==> src/shared/cscf_pkg.sv <==
// constants and state types for the card status-change flag block
package cscf_pkg;

    // =====================================================================
    // register port geometry and offsets
    localparam int ADDR_W = 8;
    localparam int DATA_W = 8;
    localparam logic [7:0] OFS_STATUS = 8'h04;
    localparam logic [7:0] OFS_CONFIG = 8'h05;
    localparam logic [7:0] STATUS_RESET = 8'h00;
    localparam logic [7:0] CONFIG_RESET = 8'h00;
    localparam logic [7:0] RDATA_RESET = 8'h00;

    // =====================================================================
    // status flag positions, shared with the matching mask bits
    localparam int FLAG_W = 4;
    localparam int BIT_DETECT = 3;
    localparam int BIT_READY = 2;
    localparam int BIT_WARN = 1;
    localparam int BIT_DEAD = 0;
    localparam logic [3:0] FLAGS_RESET = 4'h0;
    localparam logic [3:0] FLAGS_ALL = 4'hf;
    localparam logic [3:0] RSVD_ZERO = 4'h0;

    // =====================================================================
    // configuration field: interrupt routing select
    localparam int ROUTE_LSB = 4;
    localparam int ROUTE_W = 4;
    localparam logic [3:0] ROUTE_NONE = 4'h0;

    // =====================================================================
    // socket pin order inside the synchroniser vector
    localparam int PIN_COUNT = 5;
    localparam int PIN_CD_A = 0;
    localparam int PIN_CD_B = 1;
    localparam int PIN_READY = 2;
    localparam int PIN_WARN_N = 3;
    localparam int PIN_SHARED = 4;
    localparam logic [4:0] PIN_RESET = 5'h00;

    // =====================================================================
    // synchroniser warm-up: edges until the previous sample is genuine
    localparam logic [1:0] WARM_RESET = 2'h0;
    localparam logic [1:0] WARM_DONE = 2'h3;

    // whole state of the top module
    typedef struct packed {
        logic [3:0] flags;
        logic [7:0] cfg;
        logic [7:0] rdata;
        logic irq;
    } cscf_top_s;

endpackage

==> src/shared/cscf_pin_if.sv <==
// synchronised socket pin levels handed from the synchroniser to the flag logic
`timescale 1ns/10ps
interface cscf_pin_if #(
    parameter int N = 5
);
    logic [N-1:0] level;
    logic [N-1:0] prev;
    logic valid;

    modport src (output level, output prev, output valid);
    modport dst (input level, input prev, input valid);
endinterface

==> src/design/cscf_top.sv <==
// card status-change flags, mask/route configuration and interrupt request
`timescale 1ns/10ps
module cscf_top
(
    input wire logic CLK,
    input wire logic ARST_N,
    input wire logic [7:0] REG_ADDR,
    input wire logic REG_RD,
    input wire logic REG_WR,
    input wire logic [7:0] REG_WDATA,
    output logic [7:0] REG_RDATA,
    input wire logic CARD_DETECT_PIN_A_N,
    input wire logic CARD_DETECT_PIN_B_N,
    input wire logic CARD_READY,
    input wire logic BATTERY_LOW_N,
    input wire logic BATTERY_RING_SHARED_PIN,
    input wire logic IO_CARD,
    input wire logic RING_FUNCTION_ENABLE,
    input wire logic CLEAR_BY_WRITE,
    output logic SOCKET_CHANGE_EVENT,
    output logic [3:0] CHANGE_IRQ_ROUTE_SELECT
);
    cscf_pkg::cscf_top_s s;
    cscf_pkg::cscf_top_s next_s;

    // =====================================================================
    // pin synchronisation
    cscf_pin_if #(.N(cscf_pkg::PIN_COUNT)) pins ();

    logic [4:0] raw_pins;

    // pin vector order follows the package indices
    assign raw_pins = {BATTERY_RING_SHARED_PIN, BATTERY_LOW_N, CARD_READY,
                       CARD_DETECT_PIN_B_N, CARD_DETECT_PIN_A_N};

    cscf_pin_sync #(.N(cscf_pkg::PIN_COUNT)) u_sync
    (
        .clk(CLK),
        .arst_n(ARST_N),
        .raw(raw_pins),
        .pins(pins)
    );

    // =====================================================================
    // event detection
    logic cd_change;
    logic ready_rise;
    logic warn_fall;
    logic shared_fall;
    logic ring_active;
    logic [3:0] set_vec;
    logic [3:0] clr_vec;
    logic [3:0] mask;
    logic [7:0] status_view;
    logic rd_status;
    logic wr_status;
    logic rd_config;
    logic wr_config;

    // edges compare the synchronised sample against the one before it
    always_comb
    begin
        cd_change = pins.valid
            && ((pins.level[cscf_pkg::PIN_CD_A] != pins.prev[cscf_pkg::PIN_CD_A])
            || (pins.level[cscf_pkg::PIN_CD_B] != pins.prev[cscf_pkg::PIN_CD_B]));
        ready_rise = pins.valid && pins.level[cscf_pkg::PIN_READY]
            && !pins.prev[cscf_pkg::PIN_READY];
        warn_fall = pins.valid && !pins.level[cscf_pkg::PIN_WARN_N]
            && pins.prev[cscf_pkg::PIN_WARN_N];
        shared_fall = pins.valid && !pins.level[cscf_pkg::PIN_SHARED]
            && pins.prev[cscf_pkg::PIN_SHARED];
        // ring indicate is active low on the shared pin
        ring_active = RING_FUNCTION_ENABLE && !pins.level[cscf_pkg::PIN_SHARED];
    end

    assign mask = s.cfg[3:0];

    // sources are gated by their mask before they can set a flag
    always_comb
    begin
        set_vec = cscf_pkg::FLAGS_RESET;
        set_vec[cscf_pkg::BIT_DETECT] = cd_change && mask[cscf_pkg::BIT_DETECT];
        set_vec[cscf_pkg::BIT_READY] = ready_rise && !IO_CARD
            && mask[cscf_pkg::BIT_READY];
        set_vec[cscf_pkg::BIT_WARN] = warn_fall && !IO_CARD
            && mask[cscf_pkg::BIT_WARN];
        // in ring mode the shared pin no longer latches dead/status events
        set_vec[cscf_pkg::BIT_DEAD] = shared_fall && !RING_FUNCTION_ENABLE
            && mask[cscf_pkg::BIT_DEAD];
    end

    // =====================================================================
    // register decode and readback
    assign rd_status = REG_RD && (REG_ADDR == cscf_pkg::OFS_STATUS);
    assign wr_status = REG_WR && (REG_ADDR == cscf_pkg::OFS_STATUS);
    assign rd_config = REG_RD && (REG_ADDR == cscf_pkg::OFS_CONFIG);
    assign wr_config = REG_WR && (REG_ADDR == cscf_pkg::OFS_CONFIG);

    // visible status: masked bits, card-type forcing and ring level applied at read
    always_comb
    begin
        status_view = cscf_pkg::STATUS_RESET;
        status_view[7:4] = cscf_pkg::RSVD_ZERO;
        status_view[3:0] = s.flags & mask;
        if (IO_CARD)
        begin
            status_view[cscf_pkg::BIT_READY] = 1'b0;
            status_view[cscf_pkg::BIT_WARN] = 1'b0;
        end
        if (RING_FUNCTION_ENABLE)
        begin
            status_view[cscf_pkg::BIT_DEAD] = ring_active && mask[cscf_pkg::BIT_DEAD];
        end
    end

    // only the method picked by the clear-mode input may clear
    always_comb
    begin
        clr_vec = cscf_pkg::FLAGS_RESET;
        if (rd_status && !CLEAR_BY_WRITE)
        begin
            clr_vec = cscf_pkg::FLAGS_ALL;
        end
        else if (wr_status && CLEAR_BY_WRITE)
        begin
            clr_vec = REG_WDATA[3:0];
        end
    end

    // =====================================================================
    // next state
    always_comb
    begin
        next_s = s;
        // a set in the clearing cycle survives so no event is lost
        next_s.flags = (s.flags & ~clr_vec) | set_vec;
        if (wr_config)
        begin
            next_s.cfg = REG_WDATA;
        end
        // read data is the value before any read-clear takes effect
        if (rd_status)
        begin
            next_s.rdata = status_view;
        end
        else if (rd_config)
        begin
            next_s.rdata = s.cfg;
        end
        else if (REG_RD)
        begin
            next_s.rdata = cscf_pkg::RDATA_RESET;
        end
        // request follows any visible flag, one cycle behind
        next_s.irq = (status_view != cscf_pkg::STATUS_RESET);
    end

    // state register
    always_ff @(posedge CLK or negedge ARST_N)
    begin
        if (!ARST_N)
        begin
            s <= '0;
        end
        else
        begin
            s <= next_s;
        end
    end

    // outputs straight from state
    assign REG_RDATA = s.rdata;
    assign SOCKET_CHANGE_EVENT = s.irq;
    assign CHANGE_IRQ_ROUTE_SELECT = s.cfg[7:4];

    // =====================================================================
    // checks
    logic [3:0] wdata_lo;
    logic [3:0] wdata_hi;
    logic ring_pin_level;

    assign wdata_lo = REG_WDATA[3:0];
    assign wdata_hi = REG_WDATA[7:4];
    assign ring_pin_level = pins.level[cscf_pkg::PIN_SHARED];
endmodule

==> src/design/cscf_pin_sync.sv <==
// two-flop synchroniser with a previous-sample stage for edge detection
`timescale 1ns/10ps
module cscf_pin_sync #(
    parameter int N = 5
)
(
    input wire logic clk,
    input wire logic arst_n,
    input wire logic [N-1:0] raw,
    cscf_pin_if.src pins
);
    typedef struct packed {
        logic [N-1:0] meta;
        logic [N-1:0] sync;
        logic [N-1:0] prev;
        logic [1:0] warm;
    } cscf_sync_s;

    cscf_sync_s s;
    cscf_sync_s next_s;

    // meta feeds sync only; warm counter masks the false edge after reset
    always_comb
    begin
        next_s = s;
        next_s.meta = raw;
        next_s.sync = s.meta;
        next_s.prev = s.sync;
        if (s.warm != cscf_pkg::WARM_DONE)
        begin
            next_s.warm = s.warm + 2'h1;
        end
    end

    // state register
    always_ff @(posedge clk or negedge arst_n)
    begin
        if (!arst_n)
        begin
            s <= '0;
        end
        else
        begin
            s <= next_s;
        end
    end

    // outputs never expose the first stage
    assign pins.level = s.sync;
    assign pins.prev = s.prev;
    assign pins.valid = (s.warm == cscf_pkg::WARM_DONE);
endmodule

==> config.mk <==
export PLATFORM = sky130hd
export DESIGN_NAME = cscf_top
export DESIGN_NICKNAME = d
export VERILOG_FILES = /design/src/shared/cscf_pkg.sv /design/src/shared/cscf_pin_if.sv /design/src/design/cscf_top.sv /design/src/design/cscf_pin_sync.sv
export SDC_FILE = /design/constraint.sdc
export NUM_CORES = 1
export LEC_CHECK = 0
export ABC_AREA = 1
export BUFFER_PORTS_ARGS = -buffer_cell sky130_fd_sc_hd__clkbuf_2
export CORE_MARGIN = 2
export CORE_UTILIZATION = 46
export DETAILED_ROUTE_END_ITERATION = 7
export PLACE_DENSITY = 0.74
export SKIP_CTS_REPAIR_TIMING = 1
export SYNTH_ARGS = -nofsm -noshare
export SYNTH_HDL_FRONTEND = slang
export SYNTH_SLANG_ARGS = --single-unit
==> constraint.sdc <==
create_clock -name CLK -period 1 [get_ports CLK]
set_input_delay 0.15 -clock CLK [delete_from_list [all_inputs] [get_ports CLK]]
set_output_delay 0.15 -clock CLK [all_outputs]
set_load 0.01 [all_outputs]
==> results.md <==
* Worst setup EP type: output pin
* Die X at between 60 and 70 µm
* Register area share after synthesis at 0.6027
* Post-layout util at 0.6058
* Minimum hold slack at between 0.05 and 0.06 ns
* Arr. time, crit path at between 0.8 and 0.9 ns
* RSZ-0062 raised after global routing: true
* Ys Warns at 0
* PortBufs at 40
* Final ANT Viol Nets at 0
* Pwr Density at 1342 nW/µm²
* WP data required at 0.85 ns
* 1st-pass router iterations at 4
* Number of global-route vias before repair at ~1100
* Total power at about 2.7 mW
* Top cell type's share of synthesized area at 0.6027
* Area added between synthesis and finish at 27.12%
* Max-Cap Viols at 0
* Critical path cell sequence: clkbuf_2
* CTS root buffer: clkbuf_4
* Layout net count at 241
* Synth Register Bits at 38
* Die Ht at 62.57 µm
* CTS tree: built
* Top FF cell, synth: dfrtp_1
* Synth top area cells: dfrtp_1 60%, nand3_1 8.9%, nand2_1 7.6%
* Max-slew headroom at 0.8101
* Area leader, netlist: dfrtp_1
* Fin crit period at between 1 and 1.5 ns
* Top achievable clock speed at between 900 and 1000 MHz
* WL/cell at approximately 11 µm
* Mapped cell area at 1578 µm²
* Htree depth at 2
* Die area at around 4000 µm²
* Crit path max fanout at 2
* Failing checks: negative setup slack
* Post-Syn Instances at 158
* Post-DP HPWL at 2.005 mm
* Synth unique cells at 20
* Most frequent cell after synthesis: dfrtp_1
* Fin. Hold Viols at 0
* TritonCTS Buffers at 5
* Total track usage at 0.1619
* Fin worst setup slack at -0.005710 ns
* Syn_area_per_cell at between 9 and 10 µm²
* Routability cong. at about 0.87
* Crit-path max cell delay at ~0.40 ns
* Leakage power at about 1.0 nW
* Worst path slowest cell: dfrtp_1
* Status: complete, but fails checks
* Filler cells at just over 300
* Clock skew at approximately 0.0038 ns
* Slew @ Worst Pin at about 0.28 ns
* Pin count of the biggest net entering global routing at 39
* Clock transition at path regs at ~0.1 ns
* Top cells by count, synth: 38 x dfrtp_1, 32 x nand2_1, 28 x nand3_1
* Final setup violation count at 4
* Count of standard-cell rows at 21
* Starting Density at 0.4766
* Critical path class: register to output pin
* Vias at between 1000 and 1500
* Worst setup SP type: register
* HP Class: primary input to register
* Via density at ~4.6
* Layout cells sized above 1 at 0.3803
* Crit path buf inv count at 1
* First-pass GRT wire length at ~4.9 mm
* Post-synth EDFFs at 0
* Antenna Cells at 0
* Drc violations at 0
* Congestion Overflow GR at 0
* Deepest clock path buffer count at 2
* Initial antenna violation count at 0
* Slew Viols, Final at 0
* Final WL at between 2 and 3 mm
* Maximum VDD drop at roughly 0.00095 V
* Post-synth ARST share at 1.000
* # placed instances at 237
* Period utilization at 1.006
* Post-route insts no fill at ~260
* Worst path top cell family by delay: flip-flops
* Core footprint at roughly 3300 µm²
* Worst-Skew Late Latency at 0.33 ns
* DR iter-0 viols at 33
* Net Count, Synth at roughly 190
* IO Pins at between 40 and 50
* CTS Sinks at 38
==> sequential cells by signal, indices dropped and copies added, names as in the netlist <==
name	flops
CHANGE_IRQ_ROUTE_SELECT	4
u_sync.next_s	5
s	4
SOCKET_CHANGE_EVENT	1
u_sync.pins.level	5
u_sync.pins.prev	5
REG_RDATA	8
mask	4
u_sync.s	2
==> metal layers <==
layer | global-route usage | share of wire | vias to the layer above
met4 | 0.08611 | 0.019 | 0
met1 | 0.1935 | 0.41 | 547
met5 | 0 | 0 | -
met2 | 0.2702 | 0.52 | 36
li1 | - | - | 609
met3 | 0.03964 | 0.050 | 8
==> area by class of cell <==
type | count | area (µm²) | share of cell area
well taps | 46 | 57.56 | 0.02870
repair buffers | 62 | 396.6 | 0.1978
clock buffers | 7 | 55.05 | 0.02745
flip-flops and latches | 38 | 950.9 | 0.4741
clock inverters | 1 | 5.005 | 0.002495
inverters | 10 | 37.54 | 0.01871
multi-input cells | 95 | 503.0 | 0.2508
==> report_power, final <==
part / total (mW) / switching, mW / internal (mW) / leakage (nW)
Combinational: 0.249 / 0.129 / 0.120 / 0.556
Clock: 0.805 / 0.464 / 0.341 / 0.0353
Sequential: 1.64 / 0.0351 / 1.60 / 0.452
Total: 2.69 / 0.628 / 2.06 / 1.04
==> stage by stage <==
| stage | setup TNS [ns] | setup slack, ns | cell area [µm²] |
|---|---|---|---|
| final | -0.01078 | -0.005710 | 2006 |
| after global routing | -0.6109 | -0.06538 | 2006 |
| after CTS | -0.1485 | -0.04129 | 1854 |
| after detailed placement | -1.434 | -0.1382 | 1794 |
| after global placement | -0.8426 | -0.09604 | 1794 |
| after floorplan | 0 | 0.02965 | 1578 |
==> worst paths after layout <==
check                                       from                          to  slack, ns  cells past startpoint
worst max register to register       u_sync.s[0]                 u_sync.s[0]       0.04                      3
worst min register to register  u_sync.next_s[8]        u_sync.pins.level[1]       0.36                      0
worst min-delay path                REG_WDATA[4]  CHANGE_IRQ_ROUTE_SELECT[0]       0.05                      3
max in group asynchronous                 ARST_N         u_sync.pins.prev[1]       0.50                      3
worst max-delay path                REG_RDATA[4]                REG_RDATA[4]     -0.006                      1
min in group asynchronous                 ARST_N         SOCKET_CHANGE_EVENT       0.31                      3
==> placed cells by master (no fill, tap or decap), types with 2 or more instances in the layout <==
| cell | instances |
|---|---|
| o21ai_1 | 3 |
| dfrtp_1 | 38 |
| xnor2_1 | 2 |
| inv_1 | 9 |
| nor2_1 | 10 |
| clkbuf_4 | 5 |
| buf_4 | 14 |
| nand2_1 | 32 |
| a21oi_2 | 5 |
| nor2_2 | 3 |
| nor3_2 | 2 |
| nand3_1 | 28 |
| clkbuf_2 | 39 |
| nand2_2 | 2 |
| dlygate4sd3_1 | 6 |
==> logic make-up (layout without fill, tap and decap cells) <==
kind of cell,after synthesis,after routing,synth area share
adders and majority gates,1,1,0.007929
AOI/OAI and AO/OA,10,10,0.04123
and+or+nand+nor,81,81,0.2355
DFF,38,38,0.6027
buffers and inverters,25,80,0.09595
xor gates and xnor gates,3,3,0.01666
==> worst reg2reg max path, cell delays in order, from the launching register on <==
cell     delay [ns]
dfrtp_1        0.40
ha_2           0.20
buf_6          0.13
xnor2_2        0.12
No activity file was read; power rests on OpenSTA's default activity.
